<file path="src/smc_pkg.sv">
package smc_pkg;
  localparam int unsigned DATA_W = 16;
  localparam int unsigned ADDR_W = 4;
  // Device register map
  localparam logic [3:0]  MAIN_CONTROL_IDX      = 4'h0;
  localparam logic [3:0]  FRACTION_UPPER_IDX    = 4'h1;
  localparam logic [15:0] MAIN_CONTROL_RESET    = 16'h0003;
  localparam logic [15:0] FRACTION_UPPER_RESET  = 16'h0000;
  // Main control field positions
  localparam int unsigned SOFT_RESET_BIT            = 13;
  localparam int unsigned POWER_OFF_REQUEST_BIT     = 12;
  localparam int unsigned TX_RX_SWITCH_SOURCE_BIT   = 11;
  localparam int unsigned TX_RX_PIN_POLARITY_BIT    = 10;
  localparam int unsigned PROFILE_RECAL_TRIGGER_BIT = 9;
  localparam int unsigned PROFILE_SWITCH_SOURCE_BIT = 8;
  localparam int unsigned DUAL_PROFILE_CAL_BIT      = 7;
  localparam int unsigned PROFILE_SELECT_BIT        = 6;
  localparam int unsigned CALIBRATION_ENABLE_BIT    = 0;
  // Fixed pattern the host forces on every main control write
  localparam logic [15:0] MAIN_CONTROL_FIXED_MASK   = 16'hc03e;
  localparam logic [15:0] MAIN_CONTROL_FIXED_VALUE  = 16'h0002;
  // Host APB register offsets (byte addresses)
  localparam logic [7:0]  HOST_CMD_OFFSET    = 8'h00;
  localparam logic [7:0]  HOST_STATUS_OFFSET = 8'h04;
  localparam logic [7:0]  HOST_RDATA_OFFSET  = 8'h08;
  localparam logic [31:0] HOST_CMD_RESET     = 32'h0000_0000;
  // Power-up settle time before recalibration write
  localparam int unsigned CLK_MHZ           = 40;
  localparam int unsigned RECAL_WAIT_US     = 100;
  localparam int unsigned RECAL_WAIT_CYCLES = RECAL_WAIT_US * CLK_MHZ;
endpackage : smc_pkg

</file>
<file path="src/smc_if.sv">
`timescale 1ns/100ps
interface smc_if;
  logic        wr_en;
  logic [3:0]  addr;
  logic [15:0] wdata;
  logic [15:0] rdata;
  modport device (
    input  wr_en,
    input  addr,
    input  wdata,
    output rdata
  );
  modport host (
    output wr_en,
    output addr,
    output wdata,
    input  rdata
  );
endinterface : smc_if

</file>
<file path="src/smc_device.sv">
`timescale 1ns/100ps
module smc_device (
  input  wire logic  pclk,
  input  wire logic  presetn,
  smc_if.device      bus,
  input  wire logic  tx_rx_control_pin,
  output logic       powered_down,
  output logic       tx_select,
  output logic       profile_b_active,
  output logic       cal_start,
  output logic       dual_cal_start,
  output logic       profile_recal_start,
  output logic [7:0] fraction_denominator_a_hi,
  output logic [7:0] fraction_numerator_a_hi
);
  logic [15:0] main_control_ff;
  logic [15:0] fraction_upper_ff;
  logic        pin_sync1_ff;
  logic        pin_sync2_ff;
  logic        recal_prev_ff;
  logic        main_wr;
  logic        upper_wr;
  logic        soft_reset;
  logic        pin_tx;
  logic        nxt_tx;
  logic        nxt_profile_b;

  assign main_wr    = bus.wr_en && (bus.addr == smc_pkg::MAIN_CONTROL_IDX);
  assign upper_wr   = bus.wr_en && (bus.addr == smc_pkg::FRACTION_UPPER_IDX);
  assign soft_reset = main_wr && bus.wdata[smc_pkg::SOFT_RESET_BIT];

  // soft reset restores defaults, bit never stored
  always_ff @(posedge pclk or negedge presetn) begin
    if (!presetn) begin
      main_control_ff <= smc_pkg::MAIN_CONTROL_RESET;
    end else if (soft_reset) begin
      main_control_ff <= smc_pkg::MAIN_CONTROL_RESET;
    end else if (main_wr) begin
      main_control_ff <= bus.wdata;
    end
  end

  always_ff @(posedge pclk or negedge presetn) begin
    if (!presetn) begin
      fraction_upper_ff <= smc_pkg::FRACTION_UPPER_RESET;
    end else if (soft_reset) begin
      fraction_upper_ff <= smc_pkg::FRACTION_UPPER_RESET;
    end else if (upper_wr) begin
      fraction_upper_ff <= bus.wdata;
    end
  end

  // Pin comes from outside the clock domain
  always_ff @(posedge pclk or negedge presetn) begin
    if (!presetn) begin
      pin_sync1_ff <= 1'b0;
      pin_sync2_ff <= 1'b0;
    end else begin
      pin_sync1_ff <= tx_rx_control_pin;
      pin_sync2_ff <= pin_sync1_ff;
    end
  end

  // polarity maps pin level to transmit
  assign pin_tx = main_control_ff[smc_pkg::TX_RX_PIN_POLARITY_BIT] ? pin_sync2_ff
                                                                   : !pin_sync2_ff;

  always_comb begin
    // tx/rx source; pin ignored when register-controlled
    nxt_tx = main_control_ff[smc_pkg::TX_RX_SWITCH_SOURCE_BIT] ? pin_tx : tx_select;
    nxt_profile_b = main_control_ff[smc_pkg::PROFILE_SELECT_BIT];
    // pin switching only with dual calibration enabled
    if (main_control_ff[smc_pkg::PROFILE_SWITCH_SOURCE_BIT] &&
        main_control_ff[smc_pkg::DUAL_PROFILE_CAL_BIT]) begin
      nxt_profile_b = pin_tx;
    end
  end

  always_ff @(posedge pclk or negedge presetn) begin
    if (!presetn) begin
      powered_down     <= 1'b0;
      tx_select        <= 1'b0;
      profile_b_active <= 1'b0;
    end else begin
      powered_down     <= main_control_ff[smc_pkg::POWER_OFF_REQUEST_BIT];
      tx_select        <= nxt_tx;
      profile_b_active <= nxt_profile_b;
    end
  end

  // Calibration pulses: starts one cycle after the triggering write, recalibration two cycles after
  always_ff @(posedge pclk or negedge presetn) begin
    if (!presetn) begin
      cal_start           <= 1'b0;
      dual_cal_start      <= 1'b0;
      profile_recal_start <= 1'b0;
      recal_prev_ff       <= 1'b0;
    end else begin
      // calibrate on main write with bit 0 set, except a soft reset write
      cal_start      <= main_wr && !soft_reset &&
                        bus.wdata[smc_pkg::CALIBRATION_ENABLE_BIT];
      // dual calibration rides on the calibration start
      dual_cal_start <= main_wr && !soft_reset &&
                        bus.wdata[smc_pkg::CALIBRATION_ENABLE_BIT] &&
                        bus.wdata[smc_pkg::DUAL_PROFILE_CAL_BIT];
      // rising trigger bit recalibrates both profiles
      recal_prev_ff       <= main_control_ff[smc_pkg::PROFILE_RECAL_TRIGGER_BIT];
      profile_recal_start <= main_control_ff[smc_pkg::PROFILE_RECAL_TRIGGER_BIT] &&
                             !recal_prev_ff;
    end
  end

  always_ff @(posedge pclk or negedge presetn) begin
    if (!presetn) begin
      fraction_denominator_a_hi <= 8'h00;
      fraction_numerator_a_hi   <= 8'h00;
    end else begin
      fraction_denominator_a_hi <= fraction_upper_ff[15:8];
      fraction_numerator_a_hi   <= fraction_upper_ff[7:0];
    end
  end

  // Readback is combinational so the host sees it in its access cycle
  assign bus.rdata = (bus.addr == smc_pkg::MAIN_CONTROL_IDX)   ? main_control_ff :
                     (bus.addr == smc_pkg::FRACTION_UPPER_IDX) ? fraction_upper_ff :
                                                                 16'h0000;
endmodule : smc_device

</file>
<file path="src/flat_wrapper.sv">
// flat-port wrapper written by rule: the top's interface ports become plain ports
module smc_device_flat 
  (pclk, presetn, tx_rx_control_pin, powered_down, tx_select, profile_b_active, cal_start, dual_cal_start, profile_recal_start, fraction_denominator_a_hi, fraction_numerator_a_hi, bus_wr_en, bus_addr, bus_wdata, bus_rdata);
  smc_if bus_i ();
  input  wire logic pclk;
  input  wire logic presetn;
  input  wire logic tx_rx_control_pin;
  output logic powered_down;
  output logic tx_select;
  output logic profile_b_active;
  output logic cal_start;
  output logic dual_cal_start;
  output logic profile_recal_start;
  output logic [7:0] fraction_denominator_a_hi;
  output logic [7:0] fraction_numerator_a_hi;
  input wire logic [$bits(bus_i.wr_en)-1:0] bus_wr_en;
  input wire logic [$bits(bus_i.addr)-1:0] bus_addr;
  input wire logic [$bits(bus_i.wdata)-1:0] bus_wdata;
  output wire logic [$bits(bus_i.rdata)-1:0] bus_rdata;
  assign bus_i.wr_en = bus_wr_en;
  assign bus_i.addr = bus_addr;
  assign bus_i.wdata = bus_wdata;
  assign bus_rdata = bus_i.rdata;
  smc_device u_core (.pclk(pclk), .presetn(presetn), .bus(bus_i), .tx_rx_control_pin(tx_rx_control_pin), .powered_down(powered_down), .tx_select(tx_select), .profile_b_active(profile_b_active), .cal_start(cal_start), .dual_cal_start(dual_cal_start), .profile_recal_start(profile_recal_start), .fraction_denominator_a_hi(fraction_denominator_a_hi), .fraction_numerator_a_hi(fraction_numerator_a_hi));
endmodule
</file>
<file path="config.mk">
export PLATFORM = sky130hd
export DESIGN_NAME = smc_device_flat
export DESIGN_NICKNAME = d
export VERILOG_FILES = /design/src/smc_pkg.sv /design/src/smc_if.sv /design/src/smc_device.sv /design/src/flat_wrapper.sv
export SDC_FILE = /design/constraint.sdc
export NUM_CORES = 1
export LEC_CHECK = 0
export BUFFER_PORTS_ARGS = -buffer_cell sky130_fd_sc_hd__clkbuf_2
export CAP_MARGIN = 40
export CORE_MARGIN = 5
export CORE_UTILIZATION = 40
export CTS_CLUSTER_DIAMETER = 80
export CTS_CLUSTER_SIZE = 30
export DETAILED_ROUTE_END_ITERATION = 10
export MAX_ROUTING_LAYER = met4
export PLACE_DENSITY = 0.7
export SLEW_MARGIN = 20
export SYNTH_ARGS = -nofsm -noshare
export SYNTH_HDL_FRONTEND = slang
export SYNTH_SLANG_ARGS = --single-unit
</file>
<file path="constraint.sdc">
create_clock -name pclk -period 2.6 [get_ports pclk]
set_clock_uncertainty 0.15 [all_clocks]
set_input_delay 0.13 -clock pclk [delete_from_list [all_inputs] [get_ports pclk]]
set_output_delay 0.13 -clock pclk [all_outputs]
set_load 0.05 [all_outputs]
</file>
==> impl_metrics.csv, run 1 <==
group,metric,value,unit
drt,vias,1523,
clock_tree,insertion_delay,0.34,ns
drt,drc_errors,0,
global_routing,grt_pass1_wl,7.907,mm
finish,num-nets-final,271,
worst_setup_path,crit_fanout,16,
synth,synthSimpleGateAreaFrac,0.1005,
sta,setup_viol,0,
job,maxCapViolations,0,
finish,fin_area,3032,µm²
sta,tightest_slew,0.7111,ns
worst_setup_path,arrival,1.41,ns
drt,drt_iter0_markers,66,
synth,synth_top_area_share,0.6108,
worst_hold_path,hp-class,"input port to flop",
synth,yosysWarnings,0,
worst_setup_path,slowest_delay,0.66,ns
power,ir_drop,0.4620,mV
finish,diodes,0,
clock_tree,numCtsBuffers,9,
placement,dp_hpwl,3.241,mm
sta,hold_viol,0,
placement,placed_area,2626,µm²
finish,layout_common_cells,"61 x clkbuf_2, 55 x dfrtp_1, 19 x dlygate4sd3_1",
finish,syn2layout_area_growth,34.54,%
synth,synth_seq_cells,57,
drt,totalWireLength,4.892,mm
power,p_per_area,845.1,nW/µm²
synth,syn_inst,161,
die,initial_utilization,0.4092,
clock_tree,post_cts_buffers,0,
synth,muxShareOfSynthArea,0.1544,
worst_setup_path,cp-end-kind,"primary output",
synth,synth_area,2253,µm²
finish,final_common_cell,"clkbuf_2",
sta,rsz0062_at_grt,"no",
global_routing,grt_max_degree,58,
synth,synthesis.nets,185,
clock_tree,cts_tree,"yes",
global_routing,antenna_found_initial,0,
sta,fin_crit_sh,0.6508,
synth,synth.distinct_cells,23,
sta,period_needed,1.692,ns
worst_setup_path,path_class,"input port to primary output",
sta,whs,0.1811,ns
worst_setup_path,required,2.32,ns
synth,synth_top_family_by_area,"multiplexers",
drt,firstDrtPassIters,5,
power,p_leak,1.550,nW
placement,place.gp.congestion,0.7702,
die,io_pins,62,
global_routing,grt.overflow.total,0,
clock_tree,path_clk_slew,0.06,ns
drt,wl_per_cell,15.10,µm
sta,fmax,0.5910,GHz
global_routing,grt_pass1_vias,1570,
die,fp.dieArea,7234,µm²
synth,synth-xor-area-share,0.003887,
clock_tree,clock_sinks,57,
worst_setup_path,cp_num_buf_inv,2,
finish,final_util,0.5506,
sta,maxSlewHeadroom,0.5260,
die,row_count,27,
worst_setup_path,critPathLaunchType,"input port",
worst_setup_path,crit_slowest_cell,"or3_1",
synth,ys_seq_area_frac,0.6341,
finish,drive_gt1_frac,0.3968,
clock_tree,cts.root.buffer_cell,"clkbuf_8",
die,die-height,85.06,µm
die,coreArea,5507,µm²
clock_tree,cts_buffer_depth,2,
global_routing,gr-usage-all-layers,0.1492,
clock_tree,cts_max_level,3,
worst_setup_path,cp_cell_sequence,"clkbuf_2 > or3_1 > nor2_1 > clkbuf_2",
synth,synth_fa_ha_area_frac,0,
synth,synth_edf_count,0,
synth,synth_area_leaders,"dfrtp_1 61%, mux2i_1 7.1%, a22o_1 6.2%",
worst_setup_path,cpMostUsedCell,"clkbuf_2",
sta,setup_tns,0,ns
synth,syn_avg_cell_area,14.00,µm²
sta,slew_viol_final,0,
synth,ys.flop_type,"dfrtp_1",
synth,ys_async_sr_fraction,1.000,
status,status,"completed",
drt,vias_per_cell,4.701,
die,die_x,85.06,µm
drt,postRouteAntennaNets,0,
synth,synth-compound-area-share,0.07329,
placement,port-buffer-count,61,
finish,nFillCells,470,
synth,synth_area_leader_cell,"dfrtp_1",
worst_setup_path,critPathTopFamily,"simple AND/OR/NAND/NOR gates",
-- state kept, by name (all words and copies together), names as in the netlist, 8 cells and up --
register                          count
u_core.fraction_denominator_a_hi      8
u_core.fraction_upper_ff             16
u_core.fraction_numerator_a_hi        8
u_core.main_control_ff               16
-- cell usage after synthesis (2+ instances only) --
cell type and number:
dfrtp_1 55, nor2_1 18, a22o_1 16, mux2i_1 16, nor2b_1 15, mux2_2 10, mux2_4 5, a21oi_1 4
buf_2 3, clkbuf_1 3, and2_1 2, buf_4 2, dfstp_2 2
-- cell type report --
cell class,count,area [µm²],share of cell area
sequential,57,1429,0.4713
multi-input combinational,93,748.2,0.2468
timing repair buffer,85,545.5,0.1799
clock buffer,12,165.2,0.05448
tap,72,90.09,0.02972
clock inverter,4,50.05,0.01651
inverter,1,3.754,0.001238
-- stage by stage --
step	instances	setup slack, ns	power, mW
floorplan	161	0.7935	1.523
global placement	289	0.8276	1.672
detailed placement	289	0.7928	1.682
CTS	324	0.8857	2.586
global route	324	0.8069	2.672
finish	324	0.9080	2.562
-- worst paths after layout --
check	start	to	slack [ns]	depth (start not counted)
worst max-delay path	bus_addr[1]	bus_rdata[13]	0.91	4
worst min-delay path	bus_wdata[13]	u_core.fraction_upper_ff[13]	0.18	3
min in group asynchronous	presetn	u_core.fraction_upper_ff[14]	0.32	3
max in group asynchronous	presetn	u_core.fraction_upper_ff[10]	1.51	3
worst max register to register	u_core.main_control_ff[0]	u_core.main_control_ff[0]	1.15	3
worst min register to register	u_core.pin_sync1_ff	u_core.pin_sync2_ff	0.20	0
-- layer usage --
layer	routed length (µm)	GRT usage	up-vias	part of all wire
met3	289	0.03689	10	0.059
li1	-	-	729	-
met4	114	0.09065	0	0.023
met1	2298	0.1850	741	0.47
met2	2190	0.2189	43	0.45
met5	0	-	-	0
-- timing repair --
| item | CTS | global route |
|---|---|---|
| gates resized for setup | 0 | 0 |
| hold buffers | 19 | 0 |
| hold endpoints to repair | 75 | 0 |
-- cells by family after synthesis --
family | count (synthesis)
AOI/OAI and AO/OA | 21
muxes | 31
and+or+nand+nor | 40
xor gates and xnor gates | 1
buffers and inverters | 11
DFF | 57
-- power breakdown --
group,leakage (nW),total [mW],switching (mW),internal (mW)
Sequential,0.737,1.13,0.0847,1.04
Clock,0.105,0.873,0.354,0.519
Combinational,0.709,0.564,0.367,0.196
-- worst register-to-register path, delay by kind of cell (launching register included) --
kind | cells | cell delay [ns]
DFF | 1 | 0.53
AOI/OAI and AO/OA | 2 | 0.15
buffers and inverters | 1 | 0.56
Note: power is estimated with default switching activity, not from simulation.
==> inputs of run 2 (changes only) <==
==> constraint.sdc (replaced) <==
create_clock -name pclk -period 1.6 [get_ports pclk]
set_clock_uncertainty 0.15 [all_clocks]
set_input_delay 0.08 -clock pclk [delete_from_list [all_inputs] [get_ports pclk]]
set_output_delay 0.08 -clock pclk [all_outputs]
set_load 0.05 [all_outputs]
==> run 2 against run 1 <==
Via count increased by 3.8%; largest power group unchanged; global-route usage increased by 0.29 points; design area increased by 3.5%; combinational power increased by 64%; register-to-register slack got worse by 0.67 ns; critical path depth decreased by 1; sequential cell count unchanged; count of clock-buffer cells in the layout decreased by 1; sequential power increased by 62%.
==> impl_metrics.csv, run 2 (same netlist as run 1, synthesis figures left out) <==
group,metric,value,unit
placement,place.gp.congestion,0.7804,
power,p_int,3.088,mW
finish,final_common_cell,"clkbuf_2",
global_routing,grt.overflow.total,0,
sta,setup_viol,0,
worst_setup_path,crit_fanout,2,
die,die-height,85.06,µm
clock_tree,cts_max_level,3,
clock_tree,post_cts_resized,0,
worst_setup_path,required,1.37,ns
finish,layout_common_cells,"58 x clkbuf_2, 55 x dfrtp_1, 18 x nor2_1, 18 x dlygate4sd3_1",
clock_tree,post_cts_buffers,0,
finish,final_cells,327,
placement,dp.cells,293,
power,p_per_area,1399,nW/µm²
clock_tree,cts_buffer_depth,2,
sta,period_needed,1.527,ns
worst_setup_path,cp_cell_sequence,"mux2i_1 > nor2_1 > clkbuf_2",
worst_setup_path,critPathTopFamily,"flip-flops",
worst_setup_path,path_class,"flop to primary output",
drt,vias_per_cell,4.835,
die,io_pins,62,
job,maxCapViolations,0,
clock_tree,path_clk_slew,0.06,ns
finish,syn2layout_area_growth,39.26,%
placement,port-buffer-count,61,
die,initial_utilization,0.4092,
clock_tree,numCtsBuffers,9,
worst_hold_path,hp-class,"input port to flop",
power,clkPwrFrac,0.374,
global_routing,grt_max_degree,58,
die,die_x,85.06,µm
worst_setup_path,slowest_delay,0.54,ns
power,p_sw,1.301,mW
clock_tree,cts_tree,"yes",
finish,final_util,0.5699,
worst_setup_path,arrival,1.30,ns
drt,totalWireLength,4.843,mm
finish,fin_area,3138,µm²
die,fp.dieArea,7234,µm²
worst_setup_path,cp_num_buf_inv,1,
clock_tree,insertion_delay,0.33,ns
power,seqPwrFrac,0.416,
finish,diodes,0,
sta,setup_tns,0,ns
sta,fin_crit_sh,0.9546,
sta,rsz0062_at_grt,"no",
sta,fin_ws,0.07264,ns
drt,vias,1581,
sta,fmax,0.6547,GHz
sta,whs,0.05932,ns
drt,postRouteAntennaNets,0,
status,status,"completed",
placement,place_ws,0.1213,ns
worst_setup_path,critPathLaunchType,"flop",
power,ir_drop,1.289,mV
drt,firstDrtPassIters,4,
global_routing,antenna_found_initial,0,
sta,hold_viol,0,
global_routing,grt_pass1_wl,8.245,mm
global_routing,grt_pass1_vias,1724,
global_routing,gr-usage-all-layers,0.1521,
power,combPwrFrac,0.210,
finish,drive_gt1_frac,0.4039,
drt,wl_per_cell,14.81,µm
worst_setup_path,cp-end-kind,"primary output",
power,swShare,0.2964,
power,p_leak,1.598,nW
sta,slew_viol_final,0,
clock_tree,clock_sinks,57,
drt,drc_errors,0,
sta,tightest_slew,0.3215,ns
die,coreArea,5507,µm²
clock_tree,cts.root.buffer_cell,"clkbuf_8",
placement,placed_area,2714,µm²
placement,dp_hpwl,3.192,mm
sta,maxSlewHeadroom,0.7857,
worst_setup_path,crit_slowest_cell,"dfstp_2",
die,row_count,27,
power,power.total,4.389,mW
finish,num-nets-final,274,
finish,reg_top3,"u_core.fraction_upper_ff (16), u_core.main_control_ff (16)",
drt,drt_iter0_markers,80,
run 2: cell count changes in the layout (fill, tap and decap cells not counted):
cell           delta
buf_12            +4
buf_4             +3
bufinv_16         +2
clkbuf_1          +1
clkbuf_2          -3
clkbuf_8          -2
clkinvlp_4        -1
dlygate4sd3_1     -1
run 2: worst min-delay path, cell delays in order:
cell	delay [ns]
clkbuf_2	0.23
nor2_1	0.16
a21oi_1	0.07
run 2: layout make-up:
| cell class | instances | area, µm² |
|---|---|---|
| clock inverter | 5 | 102.6 |
| timing repair buffer | 88 | 623.1 |
| tap | 72 | 90.09 |
| sequential | 57 | 1429 |
| clock buffer | 11 | 141.4 |
| fill | 468 | 2369 |
| inverter | 1 | 3.754 |
| multi-input combinational | 93 | 748.2 |
run 2: per-layer routing:
metal | track usage | part of all wire | vias to the layer above | wire length (µm)
li1 | - | - | 732 | -
met1 | 0.1817 | 0.42 | 776 | 2027
met2 | 0.2316 | 0.48 | 57 | 2338
met3 | 0.05922 | 0.076 | 16 | 366
met4 | 0.05899 | 0.023 | 0 | 111
met5 | - | 0 | - | 0
run 2: timing repair:
action                                  CTS  global route
endpoints found under the setup margin    0             0
endpoints found under the hold margin    88             0
hold buffers                             18             0
run 2: power by group through the flow:
stage | Sequential [mW] | Clock [mW] | Combinational (mW)
after CTS | 1.83 | 1.68 | 0.937
after floorplan | 2.17 | 0 | 0.305
after detailed placement | 1.85 | 0 | 0.901
after global placement | 1.84 | 0 | 0.885
after global routing | 1.86 | 1.74 | 0.983
final | 1.83 | 1.64 | 0.923
run 2: final timing paths:
kind,start,endpoint,slack [ns],cells past startpoint
min in group asynchronous,presetn,u_core.fraction_numerator_a_hi[0],0.14,3
worst min register to register,u_core.pin_sync1_ff,u_core.pin_sync2_ff,0.20,0
worst max register to register,u_core.main_control_ff[7],u_core.profile_b_active,0.48,2
max in group asynchronous,presetn,u_core.main_control_ff[1],0.88,3
worst min-delay path,bus_wdata[13],u_core.main_control_ff[0],0.06,3
worst max-delay path,u_core.main_control_ff[0],bus_rdata[0],0.07,3
==> inputs of run 3 (changes only) <==
--- a/config.mk
+++ b/config.mk
@@ -5,15 +5,15 @@
 export SDC_FILE = /design/constraint.sdc
 export NUM_CORES = 1
 export LEC_CHECK = 0
-export BUFFER_PORTS_ARGS = -buffer_cell sky130_fd_sc_hd__clkbuf_2
 export CAP_MARGIN = 40
 export CORE_MARGIN = 5
 export CORE_UTILIZATION = 40
 export CTS_CLUSTER_DIAMETER = 80
 export CTS_CLUSTER_SIZE = 30
 export DETAILED_ROUTE_END_ITERATION = 10
+export DONT_BUFFER_PORTS = 1
 export MAX_ROUTING_LAYER = met4
-export PLACE_DENSITY = 0.7
+export PLACE_DENSITY = 0.6
 export SLEW_MARGIN = 20
 export SYNTH_ARGS = -nofsm -noshare
 export SYNTH_HDL_FRONTEND = slang
==> constraint.sdc (replaced) <==
create_clock -name pclk -period 1.6 [get_ports pclk]
set_clock_uncertainty 0.15 [all_clocks]
set_input_delay 0.16 -clock pclk [delete_from_list [all_inputs] [get_ports pclk]]
set_output_delay 0.16 -clock pclk [all_outputs]
set_load 0.05 [all_outputs]
==> run 3 against run 2 <==
The flow now finishes with violations (negative hold slack); clock power decreased by 20%; count of clock-buffer cells in the layout increased by 1; sequential share of layout area increased by 1.2 points; sequential cell count unchanged; wire length increased by 6.6%; highest routed layer unchanged; critical path depth unchanged.
==> impl_metrics.csv, run 3 (same netlist as run 1, synthesis figures left out) <==
group,metric,value,unit
status,status,"complete, but fails checks",
status,violations,"negative hold slack",
worst_setup_path,crit_fanout,2,
finish,final_cells,282,
worst_setup_path,cp-endpoint,"bus_rdata[1]",
power,ir_drop,1.085,mV
worst_setup_path,slowest_delay,0.53,ns
worst_setup_path,r2r-end,"u_core.profile_b_active",
placement,dp.cells,249,
placement,place.gp.congestion,0.6582,
clock_tree,cts.root.buffer_cell,"clkbuf_8",
sta,maxSlewHeadroom,0.5232,
placement,place_ws,0.07289,ns
drt,vias,1414,
power,power.total,3.994,mW
worst_setup_path,worstSetupPathDepth,3,
finish,syn2layout_area_growth,35.65,%
drt,postRouteAntennaNets,0,
drt,drt_iter0_markers,65,
worst_setup_path,path_class,"flop to primary output",
drt,drc_errors,0,
worst_setup_path,rr_startpoint,"u_core.main_control_ff[7]",
drt,vias_per_cell,5.014,
global_routing,antenna_found_initial,0,
worst_setup_path,cp-startpoint,"u_core.main_control_ff[1]",
die,coreArea,5507,µm²
clock_tree,cts_max_level,3,
worst_setup_path,r2r_slack,0.51,ns
sta,slew_viol_final,0,
sta,fin_ws,0.06010,ns
worst_setup_path,arrival,1.23,ns
placement,placed_area,2666,µm²
power,p_leak,1.414,nW
finish,diodes,0,
clock_tree,path_clk_slew,0.06,ns
drt,firstDrtPassIters,4,
die,row_count,27,
clock_tree,cts_hold_buf,18,
global_routing,grt.overflow.total,0,
placement,dp_hpwl,3.370,mm
worst_setup_path,cp_cell_sequence,"mux2i_1 > nor2_1 > buf_6",
clock_tree,post_cts_buffers,0,
die,die_x,85.06,µm
die,initial_utilization,0.4092,
global_routing,grt_pass1_vias,1579,
clock_tree,clock_sinks,57,
worst_setup_path,required,1.29,ns
job,maxCapViolations,0,
finish,fin_area,3057,µm²
sta,tightest_slew,0.7128,ns
die,io_pins,62,
finish,final_util,0.5551,
worst_setup_path,cp_num_buf_inv,1,
finish,num-nets-final,230,
worst_setup_path,critPathTopFamily,"flip-flops",
sta,hold_viol,57,
global_routing,gr-usage-all-layers,0.1628,
finish,drive_gt1_frac,0.3333,
clock_tree,insertion_delay,0.33,ns
sta,rsz0062_at_grt,"yes",
die,fp.dieArea,7234,µm²
worst_setup_path,cp-end-kind,"primary output",
finish,reg_top3,"u_core.fraction_upper_ff (16), u_core.main_control_ff (16)",
global_routing,grt_max_degree,58,
placement,port-buffer-count,0,
sta,whs,-0.6344,ns
sta,setup_tns,0,ns
worst_setup_path,reg2regPathDepth,2,
drt,wl_per_cell,18.32,µm
sta,fmax,0.6494,GHz
sta,fin_crit_sh,0.9624,
finish,final_common_cell,"dfrtp_1",
clock_tree,cts_tree,"yes",
clock_tree,cts_buffer_depth,2,
global_routing,grt_pass1_wl,8.521,mm
worst_setup_path,crit_slowest_cell,"dfstp_2",
worst_hold_path,hp-class,"input port to asynchronous set/reset pin",
power,p_per_area,1307,nW/µm²
finish,layout_common_cells,"55 x dfrtp_1, 18 x dlygate4sd3_1, 16 x a22o_1",
sta,period_needed,1.540,ns
sta,setup_viol,0,
worst_setup_path,critPathLaunchType,"flop",
drt,totalWireLength,5.165,mm
die,die-height,85.06,µm
clock_tree,numCtsBuffers,9,
run 3: final cells by class:
class	count	area (µm²)
fill	451	2450
tap	72	90.09
sequential	57	1429
inverter	1	3.754
clock buffer	12	155.1
multi-input combinational	93	830.8
timing repair buffer	44	508.0
clock inverter	3	40.04
run 3: what timing repair did:
action                                 CTS  global route
setup endpoints to repair                0             4
resized for setup                        0             4
endpoints found under the hold margin   91            57
run 3: layer usage:
layer | global-route usage | vias to the layer above | wire, µm
li1 | - | 643 | -
met1 | 0.1772 | 716 | 2040
met2 | 0.2556 | 47 | 2623
met3 | 0.08447 | 8 | 418
met4 | 0.05612 | 0 | 82
met5 | - | - | 0
run 3: worst min-delay path by stage:
stage	startpoint	endpoint	slack, ns	cells past startpoint
detailed placement	presetn	u_core.fraction_upper_ff[13]	-0.28	0
CTS	presetn	u_core.fraction_denominator_a_hi[0]	-0.65	0
global route	presetn	u_core.cal_start	-0.67	0
global placement	presetn	u_core.fraction_denominator_a_hi[5]	-0.28	0
floorplan	presetn	u_core.cal_start	-0.29	0
finish	presetn	u_core.fraction_upper_ff[13]	-0.63	0
run 3: worst reg2reg max path, stage by stage, from the launching register on:
cell     delay, ns
dfrtp_1       0.41
nand2_1       0.09
mux2_2        0.32
run 3: power breakdown:
group,internal [mW],switching (mW),leakage (nW)
Sequential,1.69,0.467,0.737
Clock,0.790,0.522,0.102
Combinational,0.279,0.247,0.575
